## src/logic/ssr_pkg.sv

```systemverilog
// ssr_pkg: shared constants of the four-wire serial port, both ends
// assumes: a single system clock of 125 MHz for both ends
`default_nettype none

package ssr_pkg;

    // ==================================================================
    // frame layout
    localparam int ADDR_W = 6;
    localparam int DATA_W = 24;
    localparam int CNT_W = 6;
    localparam logic [5:0] CNT_RW = 6'h00;
    localparam logic [5:0] CNT_ADDR_LAST = 6'h06;
    localparam logic [5:0] CNT_DATA_FIRST = 6'h07;
    localparam logic [5:0] CNT_DATA_LAST = 6'h1e;
    localparam logic [5:0] CNT_FINAL = 6'h1f;
    localparam logic [5:0] FRAME_BITS = 6'h20;

    // ==================================================================
    // register map
    localparam logic [5:0] ADDR_IDENT = 6'h00;
    localparam logic [5:0] ADDR_STROBES = 6'h00;
    localparam logic [5:0] ADDR_ENABLES = 6'h01;
    localparam logic [5:0] ADDR_FORCE = 6'h02;

    // action_strobes fields
    localparam int STB_SWRST_REGS = 0;
    localparam int STB_SWRST_DIG = 1;
    localparam int STB_TEMP = 3;

    // block_enables_resets fields
    localparam int EN_BIAS = 1;
    localparam int EN_REFDIV = 2;
    localparam int EN_SINEBUF = 8;
    localparam int EN_MODCLK = 9;
    localparam int EN_DIGLOCK = 11;
    localparam int EN_PUMP = 12;
    localparam int EN_MOD = 13;
    localparam int EN_LOCK = 14;
    localparam int EN_SLIP = 15;
    localparam int EN_W = 16;
    localparam logic [15:0] ENABLES_RESET = 16'hfe9b;

    // readback_driver_force fields
    localparam int FORCE_VAL = 0;
    localparam int FORCE_EN = 1;
    localparam int FORCE_W = 2;
    localparam logic [1:0] FORCE_RESET = 2'h3;

    // identity word, value arbitrary
    localparam logic [23:0] IDENT_DEFAULT = 24'h5a0c01;

    // ==================================================================
    // timing
    localparam int CLK_PERIOD_NS = 8;
    localparam int SEL_GAP_NS = 640;
    localparam int SEL_GAP_CYC = (SEL_GAP_NS + CLK_PERIOD_NS - 1) / CLK_PERIOD_NS;
    localparam int SCLK_HALF_CYC = 8;

endpackage

`default_nettype wire

```

## src/logic/ssr_link_if.sv

```systemverilog
// ssr_link_if: the four-wire serial link between host and device
// assumes: the shared pin is pulled high when nobody drives it
`timescale 1ns/100ps
`default_nettype none

interface ssr_link_if;
    logic port_select;
    logic serial_clock;
    logic serial_input;
    logic readback_out;
    logic readback_oe;
    logic readback_level;

    // resolved level of the shared pin, weak pull-up when undriven
    assign readback_level = readback_oe ? readback_out : 1'b1;

    modport device
    (
        input port_select,
        input serial_clock,
        input serial_input,
        output readback_out,
        output readback_oe
    );

    modport host
    (
        output port_select,
        output serial_clock,
        output serial_input,
        input readback_level
    );
endinterface

`default_nettype wire

```

## src/logic/ssr_device.sv

```systemverilog
// ssr_device: serial register port of the synthesizer, read and write frames
// assumes: link pins are asynchronous and oversampled by clk (sclk well below clk/6)
// Behaviour
// - host raises select, serial input high, clock rises
// - first rising edge samples read/write bit
// - host shifts six address bits, MSB first
// - address captured on rising edges two to seven
// - read data 24 bits out, edges 8-31
// - host captures read bits on falling edges
// - host holds select until 32nd falling edge
// - read completes at 32nd falling edge
// - address zero reads fixed identity word
// - strobe bit 0 restores register defaults
// - strobe bit 1 pulses digital soft reset
// - strobe bit 3 starts temperature measurement
// - enable bit 1 biases, else loop off
// - enable bit 2 releases reference divider
// - enable bit 8 sine buffer, needs sine select
// - enable bit 9 picks modulator clock source
// - enable bit 12 drives pump, else tristate
// - enable bit 13 releases fractional modulator
// - bits 14, 11 enable lock detection
// - enable bit 15 enables cycle-slip prevention
// - unforced driver enabled only during reads
// - forced driver enable follows force bit 0
// - automux shows lock except during reads
`timescale 1ns/100ps
`default_nettype none

module ssr_device #(
    parameter logic [23:0] IDENT = ssr_pkg::IDENT_DEFAULT
)
(
    input wire logic clk,
    input wire logic rst,
    ssr_link_if.device link,
    input wire logic lock_status,
    input wire logic lock_readback_automux,
    input wire logic ref_sine_select,
    output logic bias_enable,
    output logic refdiv_run,
    output logic sine_buffer_on,
    output logic mod_clk_from_osc,
    output logic digital_lock_run,
    output logic pump_enable,
    output logic modulator_run,
    output logic lock_detect_enable,
    output logic slip_prevention,
    output logic digital_soft_reset,
    output logic temp_measure_start
);
    // ==================================================================
    // pin synchronisation and edge detection
    logic [2:0] pins_s;
    logic sel_s;
    logic sck_s;
    logic sdi_s;
    logic sck_d;
    logic rise;
    logic fall;

    ssr_sync #(.W(3)) u_sync
    (
        .clk(clk),
        .rst(rst),
        .din({link.port_select, link.serial_clock, link.serial_input}),
        .dout(pins_s)
    );

    assign sel_s = pins_s[2];
    assign sck_s = pins_s[1];
    assign sdi_s = pins_s[0];

    always_ff @(posedge clk or posedge rst)
    begin
        if (rst)
            sck_d <= 1'b0;
        else
            sck_d <= sck_s;
    end

    assign rise = sel_s & sck_s & ~sck_d;
    assign fall = sel_s & ~sck_s & sck_d;

    // ==================================================================
    // frame sequencing
    logic [ssr_pkg::CNT_W-1:0] cnt;
    logic is_read;
    logic rd_active;
    logic [ssr_pkg::ADDR_W-1:0] addr;
    logic [ssr_pkg::DATA_W-1:0] rx_sh;
    logic [ssr_pkg::DATA_W-1:0] tx_sh;
    logic [ssr_pkg::DATA_W-1:0] rd_word;
    logic wr_commit;

    // rising edges seen since select went high
    always_ff @(posedge clk or posedge rst)
    begin
        if (rst)
            cnt <= '0;
        else if (!sel_s)
            cnt <= '0;
        else if (rise && cnt != ssr_pkg::FRAME_BITS)
            cnt <= cnt + 6'h01;
    end

    always_ff @(posedge clk or posedge rst)
    begin
        if (rst)
        begin
            is_read <= 1'b0;
            rd_active <= 1'b0;
        end
        else if (!sel_s)
        begin
            is_read <= 1'b0;
            rd_active <= 1'b0;
        end
        else if (rise && cnt == ssr_pkg::CNT_RW)
        begin
            is_read <= sdi_s;
            rd_active <= sdi_s;
        end
        else if (fall && cnt == ssr_pkg::FRAME_BITS)
            rd_active <= 1'b0;
    end

    always_ff @(posedge clk or posedge rst)
    begin
        if (rst)
            addr <= '0;
        else if (rise && cnt >= 6'h01 && cnt <= ssr_pkg::CNT_ADDR_LAST)
            addr <= {addr[ssr_pkg::ADDR_W-2:0], sdi_s};
    end

    // write data shifts in on rising edges 8..31
    always_ff @(posedge clk or posedge rst)
    begin
        if (rst)
            rx_sh <= '0;
        else if (rise && !is_read && cnt >= ssr_pkg::CNT_DATA_FIRST && cnt <= ssr_pkg::CNT_DATA_LAST)
            rx_sh <= {rx_sh[ssr_pkg::DATA_W-2:0], sdi_s};
    end

    assign wr_commit = rise & ~is_read & (cnt == ssr_pkg::CNT_FINAL);

    // read data: loaded on edge 8, shifted on edges 9..31
    always_ff @(posedge clk or posedge rst)
    begin
        if (rst)
            tx_sh <= '0;
        else if (!sel_s)
            tx_sh <= '0;
        else if (rise && is_read && cnt == ssr_pkg::CNT_DATA_FIRST)
            tx_sh <= rd_word;
        else if (rise && is_read && cnt > ssr_pkg::CNT_DATA_FIRST && cnt <= ssr_pkg::CNT_DATA_LAST)
            tx_sh <= {tx_sh[ssr_pkg::DATA_W-2:0], 1'b0};
    end

    // ==================================================================
    // register file
    logic [ssr_pkg::EN_W-1:0] enables;
    logic [ssr_pkg::FORCE_W-1:0] force_ctl;
    logic soft_rst_regs;

    assign soft_rst_regs = wr_commit & (addr == ssr_pkg::ADDR_STROBES) & rx_sh[ssr_pkg::STB_SWRST_REGS];

    always_comb
    begin
        if (addr == ssr_pkg::ADDR_IDENT)
            rd_word = IDENT;
        else if (addr == ssr_pkg::ADDR_ENABLES)
            rd_word = {8'h00, enables};
        else if (addr == ssr_pkg::ADDR_FORCE)
            rd_word = {22'h0, force_ctl};
        else
            rd_word = '0;
    end

    always_ff @(posedge clk or posedge rst)
    begin
        if (rst)
            enables <= ssr_pkg::ENABLES_RESET;
        else if (soft_rst_regs)
            enables <= ssr_pkg::ENABLES_RESET;
        else if (wr_commit && addr == ssr_pkg::ADDR_ENABLES)
            enables <= rx_sh[ssr_pkg::EN_W-1:0];
    end

    always_ff @(posedge clk or posedge rst)
    begin
        if (rst)
            force_ctl <= ssr_pkg::FORCE_RESET;
        else if (soft_rst_regs)
            force_ctl <= ssr_pkg::FORCE_RESET;
        else if (wr_commit && addr == ssr_pkg::ADDR_FORCE)
            force_ctl <= rx_sh[ssr_pkg::FORCE_W-1:0];
    end

    // one-cycle strobes; bit 2 is reserved and has no effect
    always_ff @(posedge clk or posedge rst)
    begin
        if (rst)
        begin
            digital_soft_reset <= 1'b0;
            temp_measure_start <= 1'b0;
        end
        else
        begin
            digital_soft_reset <= wr_commit && addr == ssr_pkg::ADDR_STROBES
                && rx_sh[ssr_pkg::STB_SWRST_DIG];
            temp_measure_start <= wr_commit && addr == ssr_pkg::ADDR_STROBES
                && rx_sh[ssr_pkg::STB_TEMP];
        end
    end

    // ==================================================================
    // control outputs
    always_ff @(posedge clk or posedge rst)
    begin
        if (rst)
        begin
            bias_enable <= 1'b0;
            refdiv_run <= 1'b0;
            sine_buffer_on <= 1'b0;
            mod_clk_from_osc <= 1'b0;
            digital_lock_run <= 1'b0;
            pump_enable <= 1'b0;
            modulator_run <= 1'b0;
            lock_detect_enable <= 1'b0;
            slip_prevention <= 1'b0;
        end
        else
        begin
            // loop paths except the modulator clock select are forced off while bias is off
            bias_enable <= enables[ssr_pkg::EN_BIAS];
            refdiv_run <= enables[ssr_pkg::EN_BIAS] & enables[ssr_pkg::EN_REFDIV];
            sine_buffer_on <= enables[ssr_pkg::EN_BIAS] & enables[ssr_pkg::EN_SINEBUF] & ref_sine_select;
            mod_clk_from_osc <= enables[ssr_pkg::EN_MODCLK];
            digital_lock_run <= enables[ssr_pkg::EN_BIAS] & enables[ssr_pkg::EN_DIGLOCK];
            pump_enable <= enables[ssr_pkg::EN_BIAS] & enables[ssr_pkg::EN_PUMP];
            modulator_run <= enables[ssr_pkg::EN_BIAS] & enables[ssr_pkg::EN_MOD];
            lock_detect_enable <= enables[ssr_pkg::EN_BIAS] & enables[ssr_pkg::EN_LOCK];
            slip_prevention <= enables[ssr_pkg::EN_BIAS] & enables[ssr_pkg::EN_SLIP];
        end
    end

    // ==================================================================
    // shared pin driver
    logic next_pin_oe;
    logic next_pin_out;

    always_comb
    begin
        if (force_ctl[ssr_pkg::FORCE_EN])
            next_pin_oe = force_ctl[ssr_pkg::FORCE_VAL];
        else
            next_pin_oe = rd_active;
        if (lock_readback_automux && !rd_active)
            next_pin_out = lock_status;
        else
            next_pin_out = tx_sh[ssr_pkg::DATA_W-1];
    end

    always_ff @(posedge clk or posedge rst)
    begin
        if (rst)
        begin
            link.readback_oe <= 1'b0;
            link.readback_out <= 1'b0;
        end
        else
        begin
            link.readback_oe <= next_pin_oe;
            link.readback_out <= next_pin_out;
        end
    end
endmodule

`default_nettype wire

```

## src/logic/ssr_sync.sv

```systemverilog
// ssr_sync: two-flop synchroniser, one per bit
// assumes: inputs are asynchronous levels
`timescale 1ns/100ps
`default_nettype none

module ssr_sync #(
    parameter int W = 1
)
(
    input wire logic clk,
    input wire logic rst,
    input wire logic [W-1:0] din,
    output logic [W-1:0] dout
);
    genvar i;
    generate
        for (i = 0; i < W; i++)
        begin : g_bit
            logic meta;
            logic q;
            always_ff @(posedge clk or posedge rst)
            begin
                if (rst)
                begin
                    meta <= 1'b0;
                    q <= 1'b0;
                end
                else
                begin
                    meta <= din[i];
                    q <= meta;
                end
            end
            // each bit keeps its own pair of flops, one process each
            assign dout[i] = q;
        end
    endgenerate
endmodule

`default_nettype wire

```

## src/flat_wrapper.sv

```systemverilog
// flat-port wrapper written by rule: the top's interface ports become plain ports
module ssr_device_flat 
#(
    parameter logic [23:0] IDENT = ssr_pkg::IDENT_DEFAULT
)
  (clk, rst, lock_status, lock_readback_automux, ref_sine_select, bias_enable, refdiv_run, sine_buffer_on, mod_clk_from_osc, digital_lock_run, pump_enable, modulator_run, lock_detect_enable, slip_prevention, digital_soft_reset, temp_measure_start, link_port_select, link_serial_clock, link_serial_input, link_readback_out, link_readback_oe);
  ssr_link_if link_i ();
  input wire logic clk;
  input wire logic rst;
  input wire logic lock_status;
  input wire logic lock_readback_automux;
  input wire logic ref_sine_select;
  output logic bias_enable;
  output logic refdiv_run;
  output logic sine_buffer_on;
  output logic mod_clk_from_osc;
  output logic digital_lock_run;
  output logic pump_enable;
  output logic modulator_run;
  output logic lock_detect_enable;
  output logic slip_prevention;
  output logic digital_soft_reset;
  output logic temp_measure_start;
  input wire logic [$bits(link_i.port_select)-1:0] link_port_select;
  input wire logic [$bits(link_i.serial_clock)-1:0] link_serial_clock;
  input wire logic [$bits(link_i.serial_input)-1:0] link_serial_input;
  output wire logic [$bits(link_i.readback_out)-1:0] link_readback_out;
  output wire logic [$bits(link_i.readback_oe)-1:0] link_readback_oe;
  assign link_i.port_select = link_port_select;
  assign link_i.serial_clock = link_serial_clock;
  assign link_i.serial_input = link_serial_input;
  assign link_readback_out = link_i.readback_out;
  assign link_readback_oe = link_i.readback_oe;
  ssr_device #(.IDENT(IDENT)) u_core (.clk(clk), .rst(rst), .link(link_i), .lock_status(lock_status), .lock_readback_automux(lock_readback_automux), .ref_sine_select(ref_sine_select), .bias_enable(bias_enable), .refdiv_run(refdiv_run), .sine_buffer_on(sine_buffer_on), .mod_clk_from_osc(mod_clk_from_osc), .digital_lock_run(digital_lock_run), .pump_enable(pump_enable), .modulator_run(modulator_run), .lock_detect_enable(lock_detect_enable), .slip_prevention(slip_prevention), .digital_soft_reset(digital_soft_reset), .temp_measure_start(temp_measure_start));
endmodule
```

## config.mk

```make
export PLATFORM = sky130hd
export DESIGN_NAME = ssr_device_flat
export DESIGN_NICKNAME = d
export VERILOG_FILES = /design/src/logic/ssr_pkg.sv /design/src/logic/ssr_link_if.sv /design/src/logic/ssr_device.sv /design/src/logic/ssr_sync.sv /design/src/flat_wrapper.sv
export SDC_FILE = /design/constraint.sdc
export NUM_CORES = 1
export LEC_CHECK = 0
export BUFFER_PORTS_ARGS = -buffer_cell sky130_fd_sc_hd__buf_4
export CORE_ASPECT_RATIO = 1.5
export CORE_MARGIN = 5
export CORE_UTILIZATION = 61
export CTS_CLUSTER_DIAMETER = 80
export DETAILED_ROUTE_END_ITERATION = 8
export PLACE_DENSITY = 0.79
export SLEW_MARGIN = 5
export SYNTH_ARGS = -nofsm -noshare
export SYNTH_HDL_FRONTEND = slang
export SYNTH_SLANG_ARGS = --single-unit
export TNS_END_PERCENT = 30
```

## constraint.sdc

```tcl
create_clock -name clk -period 3.8 [get_ports clk]
set_input_delay 0.76 -clock clk [delete_from_list [all_inputs] [get_ports clk]]
set_output_delay 0.76 -clock clk [all_outputs]
set_load 0.05 [all_outputs]
```

After elaboration in Yosys (flattened, before gate mapping)
Index checks and enable logic that the tools add are counted.
{"block": "op_classes", "n_addsub": 1, "reduce_logical": 24, "div": 0, "muxes": 19, "shift": 0, "n_bitwise": 19, "eq_ne": 10, "n_lt_le_gt_ge": 5, "multipliers": 0}
{"cell": "$mux W24", "n": 5}
{"cell": "$mux W16", "n": 2}
{"cell": "$logic_and A1 B1 Y1", "n": 18}
{"cell": "$and A1 B1 Y1", "n": 16}
{"cell": "$logic_not A6 Y1", "n": 2}
{"cell": "$mux W6", "n": 2}
{"cell": "$mux W1", "n": 7}
{"cell": "$add A6 B1 Y6 const B", "n": 1}
{"cell": "$eq A6 B1 Y1 const B", "n": 1}
{"cell": "$eq A6 B2 Y1 const B", "n": 1}
{"cell": "$eq A6 B3 Y1 const B", "n": 1}
{"cell": "$eq A6 B5 Y1 const B", "n": 1}
{"cell": "$eq A6 B6 Y1 const B", "n": 1}
{"cell": "$ge A6 B1 Y1 const B", "n": 1}
{"cell": "$ge A6 B3 Y1 const B", "n": 1}
{"cell": "$gt A6 B3 Y1 const B", "n": 1}
{"cell": "$le A6 B3 Y1 const B", "n": 1}
{"cell": "$le A6 B5 Y1 const B", "n": 1}
{"cell": "$mux W2", "n": 3}
{"cell": "$ne A3 B1 Y1 const B", "n": 2}
{"cell": "$ne A6 B6 Y1 const B", "n": 1}
{"cell": "$ne A2 B1 Y1 const B", "n": 2}
{"cell": "$reduce_bool A2 Y1", "n": 2}
{"cell": "$not A1 Y1", "n": 3}
{"cell": "$logic_not A1 Y1", "n": 2}
{"block": "word_totals", "rom_bits": 0, "out_inout_bits": 13, "n_memories": 0, "register_bits": 92, "ramBits": 0, "elab_cells": 106, "latchBits": 0}

Longest topological paths before layout
{"block": "depth", "depth_word": 8, "mapped_depth": 8, "mapped_depth_nobuf": 6}

Modules after synthesis
A second synthesis with hierarchy kept.
{"block": "unflattened", "cells_unflattened": 377, "area_unflattened_um2": 4207.8}
{"module": "ssr_device", "instances": 1, "area_each_um2": 4031.4, "cells_per_inst": 367, "seq_area_each_um2": 2169.6}
{"module": "ssr_sync", "instances": 1, "area_each_um2": 176.4, "cells_per_inst": 10, "seq_area_each_um2": 150.1}

Worst setup path before layout
No wires, ideal clock.
{"block": "synth_timing", "kind": "register to register", "startpoint": "reg u_core.cnt[0] (netlist name)", "endpoint": "reg u_core.rx_sh[0] (netlist name)", "arrival_ns": 1.740, "stages_incl_launch_ff": 9, "path_buffers": 2, "setup_ns": 0.127, "synth_period_minus_slack_ns": 1.868, "path_slack_ns": 1.932, "t_required_ns": 3.673, "cell_sequence": "dfrtp_1 inv_1 ha_1 inv_1 a21o_1 a2111o_1 buf_2 buf_6 mux2_1"}
{"block": "synth_between", "elab_chain_len": 3, "elab_cells_between_ends": 4}
{"element": "from (decl)", "line": "ssr_device.sv:87", "rtl": "logic [ssr_pkg::CNT_W-1:0] cnt;"}
{"element": "from (signal assigned)", "line": "ssr_device.sv:104", "rtl": "cnt <= cnt + 6'h01;"}
{"element": "$ge A6 B3 Y1", "line": "ssr_device.sv:141", "rtl": "else if (rise && !is_read && cnt >= ssr_pkg::CNT_DATA_FIRST && cnt <= ssr_pkg::CNT_DATA_LAST)"}
{"element": "$logic_and A1 B1 Y1", "line": "ssr_device.sv:141"}
{"element": "$logic_and A1 B1 Y1 *", "line": "ssr_device.sv:141"}
{"element": "to (signal assigned)", "line": "ssr_device.sv:142", "rtl": "rx_sh <= {rx_sh[ssr_pkg::DATA_W-2:0], sdi_s};"}
{"element": "to (decl)", "line": "ssr_device.sv:91", "rtl": "logic [ssr_pkg::DATA_W-1:0] rx_sh;"}
Every way passes the cells marked *; elsewhere a longest branch is shown, timed or not.
A chain may end at the register's enable or synchronous reset.

Worst setup path in the final report
{"block": "layout_timing", "startpoint": "reg u_core.u_sync.g_bit[2].q", "endpoint": "reg u_core.tx_sh[22] (netlist name)"}
{"block": "layout_between", "elab_chain_len": 6, "elab_cells_between_ends": 9}
{"element": "from (decl)", "line": "ssr_sync.sv:20", "rtl": "logic q;"}
{"element": "from (signal assigned)", "line": "ssr_sync.sv:31", "rtl": "q <= meta;"}
{"element": "$and A1 B1 Y1 (2 in a row)", "line": "ssr_device.sv:82", "rtl": "assign rise = sel_s & sck_s & ~sck_d;"}
{"element": "$logic_and A1 B1 Y1", "line": "ssr_device.sv:154, ssr_device.sv:156"}
{"element": "$logic_and A1 B1 Y1, on equally long branches", "line": "ssr_device.sv:156, ssr_device.sv:154"}
{"element": "$logic_and A1 B1 Y1 or $mux W24 (tied branches)", "line": "ssr_device.sv:156, ssr_device.sv:154"}
{"element": "$ne A3 B1 Y1 (no line) or $mux W24 (tied branches)"}
{"element": "to (signal assigned)", "line": "ssr_device.sv:155", "rtl": "tx_sh <= rd_word;"}
{"element": "to (signal assigned)", "line": "ssr_device.sv:157", "rtl": "tx_sh <= {tx_sh[ssr_pkg::DATA_W-2:0], 1'b0};"}
{"element": "to (decl)", "line": "ssr_device.sv:92", "rtl": "logic [ssr_pkg::DATA_W-1:0] tx_sh;"}
Parallel ways exist; a longest one is shown, timed or not.

==> impl_metrics.env <==
export IMPL_min_period_over_period=0.7307
export IMPL_dpl_worst_slack_ns=1.068
export IMPL_hold_class="flop to flop"
export IMPL_rsz0062_at_grt="no"
export IMPL_dieHeight_um=111.7
export IMPL_layout_cells_non_filler=471
export IMPL_area_growth_pct=8.564
export IMPL_viasPerCell=6.132
export IMPL_grt_pass1_wl_um=14050
export IMPL_insertion_delay_ns=0.37
export IMPL_critPathMaxFanout=23
export IMPL_io_buffers=20
export IMPL_grt_usage=0.1990
export IMPL_htreeDepth=3
export IMPL_start_util=0.6183
export IMPL_cts_buffers_inserted=9
export IMPL_core_area_mm2=0.006805
export IMPL_yosys_warnings=0
export IMPL_postCtsSetupBuffers=0
export IMPL_outcome="finished, final reports clean"
export IMPL_synth_nets=392
export IMPL_hpwl_um=5540
export IMPL_clock_fmax_ghz=0.3601
export IMPL_firstDrtPassIters=4
export IMPL_wl_per_cell_um=17.33
export IMPL_path_class="flop to flop"
export IMPL_fin_crit_ns=2.777
export IMPL_grt_max_degree=51
export IMPL_ctsHoldBuffers=0
export IMPL_place_congestion=0.8616
export IMPL_cts_tree="done"
export IMPL_cts_root_buf="clkbuf_8"
export IMPL_remaining_drc_errors=0
export IMPL_cp_endpoint="u_core.tx_sh[22]$_DFFE_PP0P_"
export IMPL_r2r_slack_ns=1.02
export IMPL_p_per_area_mw_per_mm2=406.2
export IMPL_worstRegToRegCells=4
export IMPL_irDropWorstVdd_v=0.0003462
export IMPL_diodes=0
export IMPL_yosysUniqueCellTypes=56
export IMPL_rr_endpoint="u_core.tx_sh[22]$_DFFE_PP0P_"
export IMPL_tns_ns=0
export IMPL_crit_cells=4
export IMPL_fin_ws_ns=1.023
export IMPL_worst_pin_slew_ns=1.031
export IMPL_regToRegStartpoint="u_core.u_sync.g_bit[2].q$_DFF_PP0_"
export IMPL_final_hold_viol_count=0
export IMPL_synth_edf_count=0
export IMPL_setup_viol=0
export IMPL_clk_pin_slew_worst_paths_ns=0.09
export IMPL_crit_path_start="u_core.u_sync.g_bit[2].q$_DFF_PP0_"
export IMPL_async_flop_share=1.000
export IMPL_synth_seq_cells=92
export IMPL_crit_family="compound AO/OA/AOI/OAI gates"
export IMPL_antenna_left=0
export IMPL_place_inst=455
export IMPL_cts_path_max_buffers=2
export IMPL_vias=2888
export IMPL_die_w_um=77.82
export IMPL_relSlewSlack=0.3100
export IMPL_cp_required_ns=4.06
export IMPL_cp_slowest_stage_delay_ns=0.86
export IMPL_dieArea_mm2=0.008693
export IMPL_maxCapViolCount=0
export IMPL_crit_arrival_ns=3.04
export IMPL_antenna_found_initial=0
export IMPL_worst_setup_path_end_kind="flop"
export IMPL_final_nets=401
export IMPL_overflow=0
export IMPL_drv_slew=0
export IMPL_core_rowCount=37
export IMPL_ys_flop_type="dfrtp_1"
export IMPL_grt_pass1_vias=2893
export IMPL_cp_slowest_cell="dfrtp_1"
export IMPL_seq_area_frac_synth=0.5513
export IMPL_leakagePower_nw=2.127
export IMPL_cp_cell_sequence="nand4b_1 > a211oi_1 > nand2_1 > a32o_1"
export IMPL_syn_cell_area_mm2=0.004208
export IMPL_wl_um=8161
export IMPL_drtIter0Drc=269
export IMPL_ctsResizeCount=0
export IMPL_io_pins=21
export IMPL_cp_start_kind="flop"
export IMPL_critPathBufInv=0
export IMPL_syn_area_per_cell_um2=11.10
export IMPL_skew_ns=0.008857
export IMPL_numClockSinks=92
export IMPL_syn_inst=379
export IMPL_drive_gt1_frac=0.1985
## where the power goes
group	leakage [nW]	switching, W	internal [W]
combinational	0.812	0.0000992	0.0000415
clock	0.102	0.000351	0.000341
sequential	1.21	0.0000279	0.000995
total	2.13	0.000479	0.00138
## layout by cell type, fill, tap and decap left out, drive strengths merged, types with 2 or more instances in the layout
cell      synthesis  final
a2111o            2      2
or4               2      2
clkbuf           10     11
o21a              5      5
nand3            34     34
a21o              2      2
ha                5      5
and2              8      8
mux2i            13     13
a21oi            16     16
a32o              5      5
o21ai            18     18
nand2            26     26
dfstp            14     14
xnor2             3      3
nor4              2      2
a31oi            21     21
inv              19     19
clkinv            0      2
nor2             10     10
clkinvlp          0      2
nor3              3      3
or2               2      2
buf              15     23
a311oi            3      3
nand2b            8      8
and4              2      2
dfrtp            78     78
nand3b            4      4
mux2             24     24
and3              6      6
## layer usage
metal	GRT usage	wire length (um)	part of all wire
met5	0	0	0
met4	0.07454	128	0.016
met3	0.04531	244	0.030
met2	0.3140	4089	0.50
met1	0.2670	3698	0.45
## worst min path at each step
stage	from	slack (ns)	endpoint	cells past startpoint
after global routing	u_core.u_sync.g_bit[0].meta$_DFF_PP0_	0.38	u_core.u_sync.g_bit[0].q$_DFF_PP0_	0
after floorplan	u_core.u_sync.g_bit[0].meta$_DFF_PP0_	0.33	u_core.u_sync.g_bit[0].q$_DFF_PP0_	0
final	u_core.u_sync.g_bit[0].meta$_DFF_PP0_	0.36	u_core.u_sync.g_bit[0].q$_DFF_PP0_	0
after global placement	u_core.u_sync.g_bit[0].meta$_DFF_PP0_	0.33	u_core.u_sync.g_bit[0].q$_DFF_PP0_	0
after detailed placement	u_core.u_sync.g_bit[0].meta$_DFF_PP0_	0.34	u_core.u_sync.g_bit[0].q$_DFF_PP0_	0
after CTS	u_core.u_sync.g_bit[0].meta$_DFF_PP0_	0.36	u_core.u_sync.g_bit[0].q$_DFF_PP0_	0
## state kept, by name, indices dropped and copies added, names as in the netlist, 2 cells and up
| register | flops |
|---|---|
| u_core.rx_sh | 16 |
| u_core.force_ctl | 2 |
| u_core.tx_sh | 24 |
| u_core.addr | 6 |
| u_core.enables | 16 |
| u_core.cnt | 6 |
| u_core.u_sync.g_bit.q | 3 |
| u_core.u_sync.g_bit.meta | 3 |
## kinds of logic after synthesis
kind of cell               synth area share
adders and majority gates           0.01487
DFF                                  0.5513
muxes                               0.09515
AOI/OAI and AO/OA                    0.1288
xor gates and xnor gates           0.008327
and+or+nand+nor                      0.1528
buffers and inverters               0.04877
## Yosys cell counts, drive strengths merged (2+ instances only)
cell type  number  area [um2]
buf            15       96.34
o21ai          18       90.08
nor2           10       37.54
or4             2       15.01
and2            8       50.05
nand3          34       170.2
mux2i          13       130.1
a32o            5       50.05
dfrtp          78        1952
a311oi          3       26.28
nor4            2       27.53
a21o            2       15.01
a21oi          16       80.08
dfstp          14       367.9
and4            2       20.02
nand2b          8       50.05
nand2          26       97.59
inv            19       71.32
a31oi          21       131.4
nand3b          4       42.54
mux2           24       270.3
o21a            5       37.54
clkbuf         10       37.54
and3            6       37.54
a2111o          2       22.52
or2             2       12.52
nor3            3       15.01
xnor2           3       26.28
ha              5       62.56
## stage by stage
step / total power [W] / hold WS (ns) / instance area, um2 / util
after floorplan: 0.001156 / 0.3312 / 4208 / -
after global placement: 0.001180 / 0.3341 / 4358 / 0.6404
after detailed placement: 0.001183 / 0.3412 / 4358 / 0.6404
after CTS: 0.001866 / 0.3641 / 4568 / 0.6713
after global routing: 0.001929 / 0.3789 / 4568 / 0.6713
final: 0.001856 / 0.3586 / 4568 / 0.6713
## area by class of cell
| cell class | count | area, um2 |
|---|---|---|
| Sequential cell | 92 | 2320 |
| Fill cell | 516 | 2237 |
| Multi-Input combinational cell | 243 | 1683 |
| Timing Repair Buffer | 23 | 185.2 |
| Clock buffer | 11 | 151.4 |
| Tap cell | 78 | 97.59 |
| Inverter | 19 | 72.57 |
| Clock inverter | 5 | 58.81 |
Note: power is estimated with default switching activity, not from simulation.
